<file path="config.mk">
export PLATFORM = sky130hd
export DESIGN_NAME = lasc_core
export DESIGN_NICKNAME = d
export VERILOG_FILES = /design/src/hdl/lasc_pkg.sv /design/src/hdl/lasc_core.sv
export SDC_FILE = /design/constraint.sdc
export NUM_CORES = 1
export LEC_CHECK = 0
export BUFFER_PORTS_ARGS = -buffer_cell sky130_fd_sc_hd__buf_2
export CORE_MARGIN = 4
export CORE_UTILIZATION = 50
export CTS_CLUSTER_SIZE = 8
export DETAILED_ROUTE_END_ITERATION = 10
export PLACE_DENSITY_LB_ADDON = 0.08
export REMOVE_ABC_BUFFERS = 1
export SLEW_MARGIN = 30
export SYNTH_ARGS = -nofsm -noshare
export SYNTH_HDL_FRONTEND = slang
export SYNTH_SLANG_ARGS = --single-unit
</file>
<file path="constraint.sdc">
create_clock -name clk_sys -period 4.4 [get_ports clk_sys]
set_input_delay 0.88 -clock clk_sys [delete_from_list [all_inputs] [get_ports clk_sys]]
set_output_delay 0.88 -clock clk_sys [all_outputs]
set_load 0.05 [all_outputs]
</file>
<file path="src/hdl/lasc_pkg.sv">
package lasc_pkg;

  // ---------------------------------------------------------------------------
  // register byte offsets (one aligned word each)
  // ---------------------------------------------------------------------------
  localparam logic [7:0] LASC_ADDR_CTRL      = 8'h00; // mode control bits
  localparam logic [7:0] LASC_ADDR_CHOP      = 8'h04; // chopper config
  localparam logic [7:0] LASC_ADDR_VMIN      = 8'h08; // min adaptive velocity
  localparam logic [7:0] LASC_ADDR_TCOOL     = 8'h0c; // load ctrl velocity threshold
  localparam logic [7:0] LASC_ADDR_TQUIET    = 8'h10; // quiet chopper threshold
  localparam logic [7:0] LASC_ADDR_DCTUNE    = 8'h14; // pulse width and sensitivity
  localparam logic [7:0] LASC_ADDR_RAMP_VEL  = 8'h18; // ramp velocity
  localparam logic [7:0] LASC_ADDR_RAMP_STAT = 8'h1c; // status flags, read clears stop
  localparam logic [7:0] LASC_ADDR_LOAD      = 8'h20; // load measurement
  localparam logic [7:0] LASC_ADDR_MISSED    = 8'h24; // missed step counter
  localparam logic [7:0] LASC_ADDR_STATE     = 8'h28; // live state

  // ---------------------------------------------------------------------------
  // field positions
  // ---------------------------------------------------------------------------
  localparam int LASC_CTRL_STOP_ON_STALL = 0;
  localparam int LASC_CTRL_QUIET_EN      = 1;
  localparam int LASC_CTRL_STEPDIR       = 2;
  localparam int LASC_CHOP_OFF_TIME_SETTING_LSB      = 0;
  localparam int LASC_CHOP_VHIGHFS       = 4;
  localparam int LASC_CHOP_VHIGHCHM      = 5;
  localparam int LASC_CHOP_BLANK_LSB     = 6;
  localparam int LASC_DCTUNE_SG_LSB      = 16;

  // ---------------------------------------------------------------------------
  // widths, limits, reset values and timing
  // ---------------------------------------------------------------------------
  localparam int          LASC_VEL_W      = 23;           // range up to 2^23-1
  localparam logic [3:0]  LASC_OFF_TIME_SETTING_CLAMP = 4'h8;         // 8..15 act as 8
  localparam logic [8:0]  LASC_LOAD_MAX   = 9'h1ff;       // up to 511
  localparam int          LASC_LONG_STEP_CYC = 1024;      // long step override
  localparam logic [3:0]  LASC_RST_OFF_TIME_SETTING   = 4'h3;
  localparam logic [9:0]  LASC_RST_DCTIME = 10'h000;
  localparam logic [7:0]  LASC_RST_DCSG   = 8'h00;
  localparam real         LASC_CLK_MHZ    = 100.0;

  // ---------------------------------------------------------------------------
  // packed carriers
  // ---------------------------------------------------------------------------
  typedef struct packed {
    logic       stepdir_mode;   // step/dir mode active
    logic       quiet_en;       // quiet voltage-mode chopper on
    logic       stop_on_stall_en;
  } lasc_ctrl_s;

  typedef struct packed {
    logic [1:0] blank_time_select;
    logic       vhighchm;
    logic       vhighfs;
    logic [3:0] off_time_setting;
  } lasc_chop_s;

  typedef struct packed {
    logic       const_off_slow; // constant off-time, slow decay only
    logic       fullstep;       // chopper in fullstep
    logic [3:0] eff_off_time;   // off time, clamped to 8 only while mode active
  } lasc_chop_out_s;

  typedef enum logic [1:0] {
    LASC_IDLE,
    LASC_RUN,
    LASC_WAIT,
    LASC_STOPPED
  } lasc_state_e;

endpackage

</file>
<file path="src/hdl/lasc_core.sv">
`timescale 1ns/10ps
module lasc_core
  import lasc_pkg::*;
#(
  parameter int LONG_STEP_CYC = LASC_LONG_STEP_CYC, // long pulse override length
  parameter int MISSED_W      = 16                  // missed step counter width
) (
  input  wire logic                  clk_sys,
  input  wire logic                  arst_n,
  // ahb-lite slave
  input  wire logic                  hsel,
  input  wire logic [31:0]           haddr,
  input  wire logic [1:0]            htrans,
  input  wire logic                  hwrite,
  input  wire logic [2:0]            hsize,
  input  wire logic                  hready,
  input  wire logic [31:0]           hwdata,
  output logic      [31:0]           hrdata,
  output logic                       hreadyout,
  output logic                       hresp,
  // step/dir pins
  input  wire logic                  step_in,
  input  wire logic                  dir_in,
  input  wire logic                  adaptive_enable_in,
  input  wire logic                  adaptive_wait_in,
  output logic                       step_ready_out,
  // motor side
  input  wire logic [LASC_VEL_W-1:0] ramp_target,     // ramp generator target
  input  wire logic [LASC_VEL_W-1:0] motor_velocity,  // current velocity
  input  wire logic [LASC_VEL_W-1:0] step_velocity,   // step/dir velocity
  input  wire logic                  stall_detect,    // raw stall from load meas
  input  wire logic [8:0]            load_value,      // load measurement
  input  wire logic                  step_taken,      // mechanical step done
  input  wire logic [3:0]            microstep_resolution, // log2 microsteps per full
  input  wire logic                  min_vel_tick,    // minimum velocity pacing tick
  output logic                       adaptive_active,
  output lasc_chop_out_s             chop_out,
  output logic                       motor_step,      // step to sequencer
  output logic                       motor_dir,
  output logic      [9:0]            load_ref_pulse_width,
  output logic      [7:0]            adaptive_stall_sensitivity
);

  initial begin
    if (LONG_STEP_CYC < 1 || LONG_STEP_CYC > 65535) $error("LONG_STEP_CYC out of range");
    if (MISSED_W < 2 || MISSED_W > 32) $error("MISSED_W out of range");
  end

  // ---------------------------------------------------------------------------
  // registers
  // ---------------------------------------------------------------------------
  lasc_ctrl_s                ctrl;              // control bits
  lasc_chop_s                chopper_config;    // chopper config
  logic [LASC_VEL_W-1:0]     min_adaptive_velocity;
  logic [LASC_VEL_W-1:0]     load_ctrl_velocity_threshold;
  logic [LASC_VEL_W-1:0]     quiet_chopper_velocity_threshold;
  logic [LASC_VEL_W-1:0]     ramp_velocity;     // reported velocity
  logic                      stall_stop_flag;   // active stop condition
  logic [8:0]                load_result;       // captured load
  logic [MISSED_W-1:0]       missed_steps;      // missed step counter
  lasc_state_e               state;             // step machine state
  lasc_state_e               next_state;

  // ---------------------------------------------------------------------------
  // pin synchronisers
  // ---------------------------------------------------------------------------
  logic [3:0] pin_s1;   // first stage, read by second only
  logic [3:0] pin_s2;   // safe copies
  logic       step_d;   // step level delayed for edge
  always_ff @(posedge clk_sys or negedge arst_n) begin
    if (!arst_n) begin
      pin_s1 <= 4'h0;
      pin_s2 <= 4'h0;
      step_d <= 1'b0;
    end else begin
      pin_s1 <= {adaptive_wait_in, adaptive_enable_in, dir_in, step_in};
      pin_s2 <= pin_s1;
      step_d <= pin_s2[0];
    end
  end
  wire logic step_s  = pin_s2[0];
  wire logic dir_s   = pin_s2[1];
  wire logic en_s    = pin_s2[2];
  wire logic wait_s  = pin_s2[3];
  wire logic step_rise = step_s & ~step_d;

  // ---------------------------------------------------------------------------
  // ahb-lite address phase capture
  // ---------------------------------------------------------------------------
  logic       dp_valid;  // data phase pending
  logic       dp_write;
  logic [7:0] dp_addr;
  wire  logic ap_take = hsel & hready & htrans[1];
  always_ff @(posedge clk_sys or negedge arst_n) begin
    if (!arst_n) begin
      dp_valid <= 1'b0;
      dp_write <= 1'b0;
      dp_addr  <= 8'h00;
    end else if (hready) begin
      dp_valid <= ap_take;
      dp_write <= hwrite;
      dp_addr  <= haddr[7:0];
    end
  end
  assign hreadyout = 1'b1;   // zero wait states
  assign hresp     = 1'b0;   // always okay
  wire logic wr_en = dp_valid & dp_write;
  // status clears at the end of its read data phase, so the read still returns the flag
  wire logic rd_stat = dp_valid & ~dp_write & (dp_addr == LASC_ADDR_RAMP_STAT);

  // ---------------------------------------------------------------------------
  // mode decision
  // ---------------------------------------------------------------------------
  wire logic flags_ok  = chopper_config.vhighfs & chopper_config.vhighchm;
  wire logic vmin_on   = (min_adaptive_velocity != '0);
  wire logic above_min = vmin_on & (motor_velocity > min_adaptive_velocity);
  wire logic quiet_blk = ctrl.quiet_en & (step_velocity < quiet_chopper_velocity_threshold);
  wire logic pin_force = ctrl.stepdir_mode & en_s;
  wire logic mode_req  = pin_force | (flags_ok & above_min);
  wire logic next_active = mode_req & ~quiet_blk & ~(ctrl.quiet_en & ~pin_force);
  wire logic stall_ok  = stall_detect & (motor_velocity <= load_ctrl_velocity_threshold);

  // ---------------------------------------------------------------------------
  // chopper outputs
  // ---------------------------------------------------------------------------
  wire logic [3:0] off_time_setting_eff = (chopper_config.off_time_setting >= LASC_OFF_TIME_SETTING_CLAMP) ?
                              LASC_OFF_TIME_SETTING_CLAMP : chopper_config.off_time_setting;
  always_ff @(posedge clk_sys or negedge arst_n) begin
    if (!arst_n) begin
      adaptive_active <= 1'b0;
      chop_out        <= '0;
    end else begin
      adaptive_active         <= next_active;
      chop_out.fullstep       <= next_active;
      chop_out.const_off_slow <= next_active;
      chop_out.eff_off_time   <= next_active ? off_time_setting_eff
                                             : chopper_config.off_time_setting;
    end
  end

  // ---------------------------------------------------------------------------
  // stall stop, status flag and ramp velocity
  // ---------------------------------------------------------------------------
  wire logic stall_set = ctrl.stop_on_stall_en & adaptive_active & stall_ok;
  always_ff @(posedge clk_sys or negedge arst_n) begin
    if (!arst_n) begin
      stall_stop_flag <= 1'b0;
      ramp_velocity   <= '0;
      load_result     <= 9'h000;
    end else begin
      if (stall_set)
        stall_stop_flag <= 1'b1;
      else if (rd_stat)
        stall_stop_flag <= 1'b0;
      ramp_velocity <= (stall_set | stall_stop_flag) ? '0 : ramp_target;
      if (adaptive_active)
        load_result <= load_value & LASC_LOAD_MAX;
    end
  end

  // ---------------------------------------------------------------------------
  // step buffering and long pulse override
  // ---------------------------------------------------------------------------
  logic [8:0]  pend;       // buffered microsteps
  logic [15:0] hold_cnt;   // step high duration
  logic        forced;     // override already issued for this pulse
  wire  logic [8:0] buf_max = 9'((9'h1 << microstep_resolution) - 9'h1);
  wire  logic long_pulse = step_s & (hold_cnt >= 16'(LONG_STEP_CYC - 1)) & ~forced;
  wire  logic halt = stall_stop_flag;
  wire  logic blocked = adaptive_active & (~step_taken | ~wait_s);
  wire  logic can_go  = ~halt & (~adaptive_active | ~blocked | long_pulse | min_vel_tick);
  wire  logic have    = (pend != 9'h000) | step_rise;
  wire  logic issue   = have & can_go;
  wire  logic lose    = step_rise & ~issue & (pend >= buf_max) & adaptive_active;

  always_ff @(posedge clk_sys or negedge arst_n) begin
    if (!arst_n) begin
      hold_cnt <= 16'h0000;
      forced   <= 1'b0;
    end else begin
      hold_cnt <= step_s ? ((hold_cnt == 16'hffff) ? hold_cnt : hold_cnt + 16'h1) : 16'h0000;
      forced   <= step_s & (forced | long_pulse);
    end
  end

  always_ff @(posedge clk_sys or negedge arst_n) begin
    if (!arst_n) begin
      pend         <= 9'h000;
      motor_step   <= 1'b0;
      motor_dir    <= 1'b0;
      missed_steps <= '0;
    end else begin
      motor_step <= issue;
      motor_dir  <= dir_s;
      if (step_rise & ~issue & ~lose)
        pend <= pend + 9'h1;
      else if (issue & ~step_rise & (pend != 9'h000))
        pend <= pend - 9'h1;
      if (lose)
        missed_steps <= dir_s ? missed_steps + 1'b1 : missed_steps - 1'b1;
    end
  end

  // ---------------------------------------------------------------------------
  // state and ready
  // ---------------------------------------------------------------------------
  always_comb begin
    case (state)
      LASC_IDLE:    next_state = next_active ? LASC_RUN : LASC_IDLE;
      LASC_RUN:     next_state = halt ? LASC_STOPPED : (blocked ? LASC_WAIT : LASC_RUN);
      LASC_WAIT:    next_state = halt ? LASC_STOPPED : (blocked ? LASC_WAIT : LASC_RUN);
      LASC_STOPPED: next_state = halt ? LASC_STOPPED : LASC_IDLE;
      default:      next_state = LASC_IDLE;
    endcase
    if (!next_active && !halt)
      next_state = LASC_IDLE;
  end
  always_ff @(posedge clk_sys or negedge arst_n) begin
    if (!arst_n)
      state <= LASC_IDLE;
    else
      state <= next_state;
  end
  // ready low on block, wait pin or stall stop while mode active; high otherwise
  assign step_ready_out = ~(adaptive_active & (blocked | halt));

  // ---------------------------------------------------------------------------
  // register writes
  // ---------------------------------------------------------------------------
  always_ff @(posedge clk_sys or negedge arst_n) begin
    if (!arst_n) begin
      ctrl                             <= '0;
      chopper_config                   <= '{blank_time_select: 2'h0, vhighchm: 1'b0,
                                            vhighfs: 1'b0, off_time_setting: LASC_RST_OFF_TIME_SETTING};
      min_adaptive_velocity            <= '0;
      load_ctrl_velocity_threshold     <= '0;
      quiet_chopper_velocity_threshold <= '0;
      load_ref_pulse_width             <= LASC_RST_DCTIME;
      adaptive_stall_sensitivity       <= LASC_RST_DCSG;
    end else if (wr_en) begin
      case (dp_addr)
        LASC_ADDR_CTRL:   ctrl <= lasc_ctrl_s'(hwdata[2:0]);
        LASC_ADDR_CHOP:   chopper_config <= lasc_chop_s'(hwdata[7:0]);
        LASC_ADDR_VMIN:   min_adaptive_velocity <= hwdata[LASC_VEL_W-1:0];
        LASC_ADDR_TCOOL:  load_ctrl_velocity_threshold <= hwdata[LASC_VEL_W-1:0];
        LASC_ADDR_TQUIET: quiet_chopper_velocity_threshold <= hwdata[LASC_VEL_W-1:0];
        LASC_ADDR_DCTUNE: begin
          load_ref_pulse_width       <= hwdata[9:0];
          adaptive_stall_sensitivity <= hwdata[LASC_DCTUNE_SG_LSB +: 8];
        end
        default: ;
      endcase
    end
  end

  // ---------------------------------------------------------------------------
  // read mux
  // ---------------------------------------------------------------------------
  logic [31:0] rd_word;
  always_comb begin
    case (dp_addr)
      LASC_ADDR_CTRL:      rd_word = {29'h0, ctrl};
      LASC_ADDR_CHOP:      rd_word = {24'h0, chopper_config};
      LASC_ADDR_VMIN:      rd_word = {9'h0, min_adaptive_velocity};
      LASC_ADDR_TCOOL:     rd_word = {9'h0, load_ctrl_velocity_threshold};
      LASC_ADDR_TQUIET:    rd_word = {9'h0, quiet_chopper_velocity_threshold};
      LASC_ADDR_DCTUNE:    rd_word = {8'h0, adaptive_stall_sensitivity, 6'h0, load_ref_pulse_width};
      LASC_ADDR_RAMP_VEL:  rd_word = {9'h0, ramp_velocity};
      LASC_ADDR_RAMP_STAT: rd_word = {31'h0, stall_stop_flag};
      LASC_ADDR_LOAD:      rd_word = {23'h0, load_result};
      LASC_ADDR_MISSED:    rd_word = 32'(missed_steps);
      LASC_ADDR_STATE:     rd_word = {27'h0, pend == 9'h000, adaptive_active, step_ready_out, state};
      default:             rd_word = 32'h0000_0000;
    endcase
  end
  assign hrdata = (dp_valid & ~dp_write) ? rd_word : 32'h0000_0000;

endmodule

</file>
==> Yosys cells after proc, flatten, opt, wreduce, memory -nomap -nowiden <==
Index checks and enable logic that the tools add are counted.
{ "totals": {"register_bits": 201, "latch_bits": 0, "ramBits": 0, "mem_bits_ro": 0, "n_memories": 0} }
{ "op_classes": {"addsub": 6, "n_mul": 0, "div_mod_pow": 0, "magnitude_cmp": 6, "n_eq_ne": 15, "shifts": 1, "mux": 18, "bitwise_logic": 54, "reduce_logical": 17} }
{ "ops": {"columns": ["op", "count"], "rows": [
  ["$pmux 24 s11", 1],
  ["$mux 16", 3],
  ["$add 16x1->16 const B", 2],
  ["$eq 8x5->1 const B", 4],
  ["$mux 32", 1],
  ["$and 1x1->1", 30],
  ["$eq 8x6->1 const B", 3],
  ["$gt 23x23->1", 1],
  ["$le 23x23->1", 1],
  ["$lt 23x23->1", 1],
  ["$mux 23", 1],
  ["$reduce_bool 23->1", 1],
  ["$mux 9", 2],
  ["$sub 9x1->9 const B", 2],
  ["$eq 16x16->1 const B", 1],
  ["$eq 8x4->1 const B", 2],
  ["$ge 16x10->1 const B", 1],
  ["$sub 16x1->16 const B", 1],
  ["$not 1->1", 15],
  ["$reduce_and 2->1", 6],
  ["$add 9x1->9 const B", 1],
  ["$ge 9x9->1", 1],
  ["$logic_not 9->1", 1],
  ["$or 1x1->1", 9],
  ["other kinds (17)", 26]
]} }

==> Depth between registers and ports, before layout <==
Gate-level depths: netlist of run 1.
{ "depth": {"depth_word": 16, "ltp_mapped": 21, "depth_no_buf": 19} }

==> Worst setup path before layout of run 1 <==
Ideal clock, no wire load.
{ "synth_timing": {"path_kind": "input to register", "startpoint": "in microstep_resolution[1]", "endpoint": "reg pend[8]", "setup_ps": 79, "arrival_ps": 5278, "required_time_ps": 4321, "path_slack_ps": -957, "cell_stages": 20, "path_cell_list": "clkbuf_1 > or4_1 > ha_1 > clkbuf_1 > nor3_1 > a21o_1 > a32oi_1 > ha_1 > or4_1 > a21oi_1 > o21ai_0 > nand3_1 > nand3_1 > fa_1 > a21o_1 > a21oi_1 > o21ai_0 > o41ai_1 > mux2i_1 > xor2_1"} }
{ "synth_between": {"elab_chain_len": 8} }
{ "synth_rtl": {"columns": ["element", "line_no", "source"], "rows": [
  ["start, declared", "lasc_core.sv:34", "input wire logic [3:0] microstep_resolution,"],
  ["$shl 1x4->9 (*)", "lasc_core.sv:167", "wire logic [8:0] buf_max = 9'((9'h1 << microstep_resolution) - 9'h1);"],
  ["$sub 9x1->9 (*)", "lasc_core.sv:167", null],
  ["$ge 9x9->1 (*)", "lasc_core.sv:174", "wire logic lose = step_rise & ~issue & (pend >= buf_max) & adaptive_active;"],
  ["$and 1x1->1 (*) (2 in a row)", "lasc_core.sv:174", null],
  ["$not 1->1 (*)", "lasc_core.sv:195", "if (step_rise & ~issue & ~lose)"],
  ["$and 1x1->1 (*)", "lasc_core.sv:195", null],
  ["$mux 9 / $reduce_bool 2->1 (equally long branches)", null, null],
  ["end signal, assigned", "lasc_core.sv:196", "pend <= pend + 9'h1;"],
  ["end signal, assigned", "lasc_core.sv:198", "pend <= pend - 9'h1;"],
  ["end, declared", "lasc_core.sv:164", "logic [8:0] pend;"]
]} }
Every way passes the cells marked *; elsewhere a longest branch is shown, timed or not.
A chain may end at the register's enable or synchronous reset.

==> Worst setup path in the final report of run 1 <==
{ "layout_timing": {"startpoint": "in microstep_resolution[3]", "endpoint": "reg pend[8]"} }
Same word-level chain as after synthesis.

==> results of run 1 <==
-- sequential cells by signal, summed over array words and instances, names as in the netlist, 2 cells and up --
signal / cells
load_ctrl_velocity_threshold: 23
min_adaptive_velocity: 23
quiet_chopper_velocity_threshold: 23
ramp_velocity: 23
hold_cnt: 16
missed_steps: 16
load_ref_pulse_width: 10
load_result: 9
pend: 9
adaptive_stall_sensitivity: 8
chopper_config: 8
dp_addr: 8
chop_out: 5
pin_s1: 4
pin_s2: 4
ctrl: 3
state: 2
-- logic make-up (layout without fill, tap and decap cells) --
kind of cell	after synthesis	in the layout	share of synthesized area (%)
compound gates	277	277	15.8
xor+xnor	37	37	2.80
fa+ha+maj	104	104	11.4
buf+inv	132	351	4.88
flops	201	201	43.5
mux	87	87	8.67
other cells	2	12	0.0649
simple gates	294	294	13.0
-- Yosys cell counts (all sizes together) (3+ instances only) --
library cell and count:
dfrtp 199, ha 102, nand2 94, mux2 85, o21ai 81, inv 80
a21oi 58, nor2 56, nand3 30, a22oi 29, a222oi 26, and2 26
clkbuf 26, buf 25, nor3 23, xnor2 20, xor2 17, a21o 15
nand4 13, a31oi 11, nor4 10, nor2b 8, o21a 8, o211ai 7
and3 6, nand2b 6, a211oi 5, nand3b 5, o21bai 5, or2 5
a2111oi 4, a221oi 4, nor3b 4, a21boi 3, o41ai 3
-- worst paths after layout --
check	to	cells after the start	start
max	pend[8]	19	microstep_resolution[3]
min	pend[2]	1	arst_n
max reg2reg	missed_steps[15]	9	pin_s2[1]
min reg2reg	pin_s2[1]	0	pin_s1[1]
max in group asynchronous	quiet_chopper_velocity_threshold[17]	3	arst_n
min in group clk_sys	pin_s2[1]	0	pin_s1[1]
-- power groups by stage --
stage / Clock, uW / Combinational, uW / Sequential (uW)
2_1_floorplan: 0 / 665 / 2150
3_3_place_gp: 0 / 1020 / 2180
3_5_place_dp: 0 / 1050 / 2180
4_1_cts: 2010 / 1110 / 2150
5_1_grt: 2090 / 1260 / 2170
6_report: 1960 / 1130 / 2150
-- cell type report --
type / instances / area [um^2] / area share [%]
well taps: 285 / 357 / 2.55
repair buffers: 229 / 1360 / 9.72
inverters: 81 / 304 / 2.18
clock buffers: 39 / 763 / 5.46
flip-flops and latches: 201 / 5030 / 36.0
diodes: 2 / 5.00 / 0.0358
multi-input cells: 809 / 6130 / 43.9
clock inverters: 2 / 17.5 / 0.125
-- routing by layer --
layer | global-route usage (%) | wire [um] | share of wire, %
met1 | 35.3 | 14400 | 43
met2 | 41.2 | 15400 | 46
met3 | 3.97 | 2350 | 7.0
met4 | 9.39 | 1300 | 3.9
met5 | 0 | 0 | 0
-- what timing repair did --
| item | CTS | global route |
|---|---|---|
| gates resized for setup | 21 | 6 |
| setup endpoints to repair | 4 | 3 |
| setup buffers | 5 | 1 |
| endpoints found under the hold margin | 0 | 0 |
| pin swaps | 9 | 15 |
| hold buffers | 0 | 0 |
-- worst reg2reg max path: cells and delay by family (launching register included) --
kind	cells	cell delay (ns)
xor+xnor	2	0.35
buf+inv	1	0.49
fa+ha+maj	1	0.42
compound gates	4	1.37
flops	1	0.38
simple gates	1	0.24
-- metrics by stage --
stage               cell area [um^2]  TNS [ns]  hold WS [ns]  util (%)  power [uW]
floorplan                      11300     -3.06         0.331         -        2810
global placement               13000     -3.65         0.334      57.2        3200
detailed placement             13000     -4.29         0.335      57.2        3230
CTS                            13900         0         0.346      61.2        5270
global route                   14000   -0.0839         0.262      61.5        5520
finish                         14000         0         0.241      61.5        5250
==> impl_metrics.ini, run 1 <==
[synthesis]
synth_top_area_share_pct = 43.0
async_flop_share_pct = 100
synth-seq-cells = 201
yosysSeqAreaShare_pct = 43.5
postSynthCellCount = 1134
ys_warn_count = 0
synth_area_mm2 = 0.0116
synth_top_cell_by_area = dfrtp_1
synth_ff_type = dfrtp_1
synth.area.top_cells = dfrtp_1, ha_1, mux2_2, o21ai_0, nand2_1
synth_cell_types = 70
synth_edf_count = 0
syn_area_per_cell_um2 = 10.2

[sta]
relSlewSlack_pct = 38.2
period_needed_ns = 4.25
finalMaxSlewViolations = 0
hold_viol = 0
rsz0062_at_grt = yes
fin_ws_ns = 0.152
fmax_ghz = 0.235
worst_pin_slew_ns = 0.923
setup_viol = 0
finClkSkew_ns = 0.0159
period_share_pct = 96.6

[power]
pwr-share-comb_pct = 21.5
p_per_area_mw_per_mm2 = 376
clockPowerShare_pct = 37.4
p_sw_uw = 1500
p_leak_uw = 0.00686
ir_drop_uv = 209
sw_frac_of_total_pct = 28.5
internal_power_uw = 3750
seqPwrFrac_pct = 41.1

[setup_path]
cp.required_ns = 4.85
arrival_ns = 4.70
worst-path-buf-inv = 1
cp_max_fo = 4
start_kind = input pin
critPathTopFamily = simple AND/OR/NAND/NOR gates
critPathMaxStageDelay_ns = 0.55
worstPathCellList = buf_6 -> or4_4 -> ha_4 -> nor3_4 -> a21o_1 -> a32oi_1 -> ha_2 -> or4_4 -> a21oi_2 -> o21ai_1 -> nand3_2 -> nand3_4 -> fa_2 -> a21o_1 -> a21oi_2 -> o21ai_2 -> o41ai_2 -> mux2i_1 -> xor2_1
crit_type = in -> reg
cp-end-kind = register
r2r_slack_ns = 1.08
slowest_stage = or4_4

[placement]
gp_congestion = 0.943
dp_hpwl_um = 24800
port_buffers = 178
dp_slack_ns = -0.933
placedCellCount = 1598

[global_routing]
grt_max_degree = 113
grt-ovfl-total = 0
grt_pass1_vias = 9787
track_usage_pct = 25.6
antenna_found_initial = 2
grt_pass1_wl_um = 52700

[worst_hold_path]
hold_class = in -> async

[floorplan]
die_y_um = 160
die_x_um = 160
start_util_pct = 50.9
coreArea_mm2 = 0.0227
fp-row-count = 55
dieArea_mm2 = 0.0256
boundaryPins = 225

[clocking]
clk_latency_ns = 0.54
numClockSinks = 201
cts_buffers = 29
tritoncts = done
clk_pin_slew_ns = 0.05
cts_max_level = 1
ctsRootBufferMaster = clkbuf_16
clockBufferDepth = 3

[job]
max_cap_violations = 0

[layout]
area_delta_synth_final_pct = 20.7
final_cell_mix = dfrtp_1, buf_2, ha_1
final_common_cell = dfrtp_1
fillers = 1973
nNetsFinal = 1618
drive_gt1_share_pct = 28.1
final_cell_count_no_fill = 1648

[status]
outcome = finished clean

[route]
drt-total-wl_um = 33400
drt_iter0_drc = 717
wl_per_cell_um = 20.3
vias = 9616
ant_nets = 0
drc = 0
viasPerCell = 5.83
dr.pass1.iters = 8
(Power assumes the default switching activity.)
==> run 2, diff against run 1 <==
==> constraint.sdc (replaced) <==
create_clock -name clk_sys -period 4.4 [get_ports clk_sys]
set_input_delay 0.44 -clock clk_sys [delete_from_list [all_inputs] [get_ports clk_sys]]
set_output_delay 0.44 -clock clk_sys [all_outputs]
set_load 0.05 [all_outputs]
==> run 2 against run 1 <==
Effect of this change:
- first-iteration DRC count is 3.8% lower
- utilization is 1.0 points lower
- non-clock buffer count is 11 lower
- routed wire length is 0.40% higher
- fmax is 2.5% higher
- combinational power is 6% lower
- critical path depth stayed put
- the flow now finishes with violations (negative hold slack)
- critical path type unchanged
- hold slack worse by 0.26 ns
==> impl_metrics.ini, run 2 (same netlist as run 1, synthesis figures left out) <==
[setup_path]
critPathMaxStageDelay_ns = 0.56
crit_type = in -> reg
worstPathCellList = buf_2 -> or4_1 -> ha_2 -> nor3_1 -> a21oi_1 -> o31a_1 -> ha_1 -> or4_1 -> a21oi_1 -> o21ai_0 -> nand3_1 -> nand3_2 -> ha_1 -> a21o_1 -> a21oi_1 -> o21ai_0 -> o41ai_2 -> xnor2_1 -> mux2_4
slowest_stage = or4_1
cp.required_ns = 4.82
cpMostUsedCell = a21oi_1
cp_max_fo = 6
r2r_slack_ns = 0.86
worstRegToRegCells = 14
start_kind = input pin
arrival_ns = 4.56
rr_endpoint = pend[7]
rr_startpoint = pend[0]
cp-end-kind = register

[placement]
gp_congestion = 0.935
port_buffers = 178
placedCellCount = 1592
dp_hpwl_um = 24700

[clocking]
numClockSinks = 201
ctsRootBufferMaster = clkbuf_16
cts_buffers = 29
clk_pin_slew_ns = 0.05
cts_max_level = 1
tritoncts = done
clockBufferDepth = 3
clk_latency_ns = 0.55

[sta]
worst_pin_slew_ns = 0.940
hold_viol = 5
period_needed_ns = 4.15
finalMaxSlewViolations = 0
fmax_ghz = 0.241
tns_ns = 0
fin_worst_hold_slack_ns = -0.0200
relSlewSlack_pct = 37.0
finClkSkew_ns = 0.0202
period_share_pct = 94.2
setup_viol = 0

[status]
violations = negative hold slack
outcome = complete, but fails checks

[power]
ir_drop_uv = 281
p_sw_uw = 1470
pwr-share-comb_pct = 20.4
p_per_area_mw_per_mm2 = 377
internal_power_uw = 3710
sw_frac_of_total_pct = 28.5
seqPwrFrac_pct = 41.6
clockPowerShare_pct = 38.1
p_leak_uw = 0.00677

[layout]
final_common_cell = dfrtp_1
nNetsFinal = 1607
area_delta_synth_final_pct = 18.7
fillers = 1971
final_cell_count_no_fill = 1637
multi_input_area_mm2 = 0.00605
final_cell_mix = dfrtp_1, buf_2, ha_1
seq_area_mm2 = 0.00503
drive_gt1_share_pct = 26.4

[route]
dr.pass1.iters = 5
wl_per_cell_um = 20.5
drt-total-wl_um = 33500
ant_nets = 0
viasPerCell = 5.81
drc = 0
vias = 9511
drt_iter0_drc = 690

[floorplan]
dieArea_mm2 = 0.0256
die_x_um = 160
fp-row-count = 55
boundaryPins = 225
coreArea_mm2 = 0.0227
start_util_pct = 50.9
die_y_um = 160

[global_routing]
grt_pass1_wl_um = 53400
grt_pass1_vias = 9726
grt_max_degree = 98
track_usage_pct = 26.0
grt-ovfl-total = 0
antenna_found_initial = 1

[worst_hold_path]
hold_class = in -> async

[job]
max_cap_violations = 0
run 2: cell types whose count changed in the layout (fill, tap and decap cells not counted), moves of 2 or more:
cell,previous run,this run
buf_4,46,38
a21oi_1,55,58
a21oi_2,3,0
buf_12,3,0
buf_6,3,0
ha_1,98,101
buf_2,175,177
dlygate4sd3_1,0,2
ha_4,2,0
o21ai_0,77,79
o21ai_2,2,0
or4_1,0,2
or4_4,2,0
run 2: how the worst max path moves through the flow:
stage / end / slack (ns) / from
after global routing: pend[7] / -0.009 / microstep_resolution[3]
after detailed placement: pend[8] / -0.48 / microstep_resolution[3]
after floorplan: pend[8] / -0.34 / microstep_resolution[3]
final: pend[7] / 0.25 / microstep_resolution[3]
after CTS: pend[8] / 0.08 / microstep_resolution[3]
after global placement: pend[8] / -0.38 / microstep_resolution[3]
run 2: cell type report:
class                   instances  share of cell area, %
multi-input cells             809                   44.1
flip-flops and latches        201                   36.6
repair buffers                218                   8.77
clock buffers                  40                   5.58
well taps                     285                   2.60
inverters                      81                   2.21
clock inverters                 2                  0.128
diodes                          1                 0.0182
run 2: critical path, delay by kind of cell:
kind | cells | cell delay, ns
AO/OA/AOI/OAI | 8 | 1.46
AND/OR/NAND/NOR | 5 | 1.46
adder cells (fa/ha/maj) | 3 | 0.74
multiplexers | 1 | 0.26
buffers and inverters | 1 | 0.10
XOR/XNOR | 1 | 0.10
run 2: per-stage QoR:
step | utilization (%) | setup slack [ns] | power, uW | instance area [um^2]
CTS | 60.3 | 0.0803 | 5200 | 13700
global placement | 56.8 | -0.384 | 3180 | 12900
finish | 60.5 | 0.254 | 5180 | 13700
floorplan | - | -0.343 | 2810 | 11300
global route | 60.5 | -0.00871 | 5460 | 13700
detailed placement | 56.8 | -0.475 | 3200 | 12900
run 2: what timing repair did:
item	4_1_cts	5_1_grt
endpoints found under the hold margin	2	0
gates resized for setup	0	7
setup buffers	0	0
endpoints found under the setup margin	0	4
hold buffers	2	0
run 2: power groups by stage:
| stage | logic (uW) | registers [uW] | clock network (uW) |
|---|---|---|---|
| 2_1_floorplan | 665 | 2150 | 0 |
| 3_3_place_gp | 1000 | 2180 | 0 |
| 3_5_place_dp | 1030 | 2180 | 0 |
| 4_1_cts | 1030 | 2150 | 2020 |
| 5_1_grt | 1190 | 2170 | 2100 |
| 6_report | 1060 | 2150 | 1970 |
run 2: metal layers:
| layer | share of wire [%] | wire (um) | track usage [%] |
|---|---|---|---|
| met5 | 0 | 0 | 0 |
| met4 | 3.2 | 1080 | 8.88 |
| met3 | 6.3 | 2130 | 4.65 |
| met2 | 46 | 15500 | 41.9 |
| met1 | 44 | 14800 | 35.7 |
==> run 3, diff against run 2 <==
--- a/config.mk
+++ b/config.mk
@@ -6,6 +6,7 @@
 export NUM_CORES = 1
 export LEC_CHECK = 0
 export BUFFER_PORTS_ARGS = -buffer_cell sky130_fd_sc_hd__buf_2
+export CORE_ASPECT_RATIO = 1.5
 export CORE_MARGIN = 4
 export CORE_UTILIZATION = 50
 export CTS_CLUSTER_SIZE = 8
==> run 3 against run 2 <==
Effect of this change:
- the flow now finishes without violations
- sequential cell count did not move
- global-route usage barely moved
- clock power rose by 3%
- fmax rose by 0.68%
- via count rose by 0.65%
- die area rose by 0.20%
==> impl_metrics.ini, run 3 (same netlist as run 1, synthesis figures left out) <==
[job]
max_cap_violations = 0

[global_routing]
grt-ovfl-total = 0
grt_pass1_wl_um = 53500
grt_max_degree = 114
grt_pass1_vias = 9943
track_usage_pct = 26.0
antenna_found_initial = 2

[placement]
port_buffers = 178
dp_hpwl_um = 25300
placedCellCount = 1580
gp_congestion = 0.941
dpl_cell_area_mm2 = 0.0129

[sta]
setup_viol = 0
finClkSkew_ns = 0.0116
hold_viol = 0
period_needed_ns = 4.12
finalMaxSlewViolations = 0
relSlewSlack_pct = 33.4
period_share_pct = 93.6
fmax_ghz = 0.243
worst_pin_slew_ns = 0.996

[floorplan]
fp-row-count = 67
boundaryPins = 225
coreArea_mm2 = 0.0226
die_y_um = 194
dieArea_mm2 = 0.0257
start_util_pct = 51.3
die_x_um = 132

[setup_path]
start_kind = register
cp.required_ns = 3.96
cp_max_fo = 8
crit_type = reg -> out
worstPathCellList = or4b_1 -> nor2_1 -> a22oi_1 -> and3_1 -> a21oi_1 -> buf_2
slowest_stage = nor2_1
arrival_ns = 3.68
critPathMaxStageDelay_ns = 0.85
cp-end-kind = primary output

[layout]
final_cell_mix = dfrtp_1, buf_2, ha_1
final_common_cell = dfrtp_1
area_delta_synth_final_pct = 18.7
fin_area_mm2 = 0.0137
nNetsFinal = 1603
drive_gt1_share_pct = 26.4
final_cell_count_no_fill = 1624

[clocking]
tritoncts = done
clockBufferDepth = 3
cts_max_level = 1
cts_buffers = 29
ctsRootBufferMaster = clkbuf_16
clk_pin_slew_ns = 0.05
numClockSinks = 201
postCtsSetupRepairBufs = 0
clk_latency_ns = 0.52

[power]
ir_drop_uv = 466
p_leak_uw = 0.00677
p_per_area_mw_per_mm2 = 381
power.total_uw = 5230

[route]
drt-total-wl_um = 33800
dr.pass1.iters = 5
vias = 9573
wl_per_cell_um = 20.8
ant_nets = 0
viasPerCell = 5.89
drc = 0
drt_iter0_drc = 674

[status]
outcome = finished clean

[worst_hold_path]
hold_class = in -> reg
-- run 3: worst paths after layout --
check	to	cells after the start	start	slack [ns]
max	hrdata[1]	6	dp_addr[5]	0.28
min	pin_s1[1]	1	dir_in	0.02
max reg2reg	pend[7]	14	pend[0]	0.96
min reg2reg	pin_s2[3]	0	pin_s1[3]	0.35
max in group asynchronous	quiet_chopper_velocity_threshold[16]	3	arst_n	2.80
min in group asynchronous	dp_valid	2	arst_n	0.53
-- run 3: what timing repair did --
action / 4_1_cts / 5_1_grt
endpoints found under the hold margin: 13 / 0
endpoints found under the setup margin: 0 / 3
hold buffers: 1 / 0
resized for setup: 0 / 8
-- run 3: routing by layer --
layer	part of all wire (%)	track usage, %
met4	3.4	8.40
met1	38	30.5
met5	0	0
met3	5.3	3.21
met2	53	49.0
-- run 3: stage by stage --
step	setup WS (ns)	hold slack [ns]	util, %	setup TNS, ns
2_1_floorplan	-0.343	0.144	-	-0.702
3_3_place_gp	-0.320	0.334	57.1	-0.864
3_5_place_dp	-0.467	0.339	57.1	-1.51
4_1_cts	0.0799	0.00430	60.7	0
5_1_grt	-0.0215	0.00787	60.9	-0.0215
6_report	0.282	0.0209	60.9	0
-- run 3: power breakdown --
part | internal (uW) | total (uW) | switching, uW
clock network | 1260 | 2030 | 776
logic | 513 | 1050 | 533
registers | 2000 | 2160 | 157
-- run 3: cell type report --
class                      instances  area, um^2
timing repair buffer             214        1180
antenna                            2        5.00
multi-input combinational        809        6060
clock inverter                     1        30.0
fill                            2004        8820
tap                              276         345
clock buffer                      40         777
inverter                          81         304
sequential                       201        5030
-- run 3: worst max-delay path: cells and delay by family, from the launching register on --
family,cells,cell delay (ns)
DFF,1,0.48
AOI/OAI and AO/OA,2,0.48
buffers and inverters,1,0.33
and+or+nand+nor,3,1.86
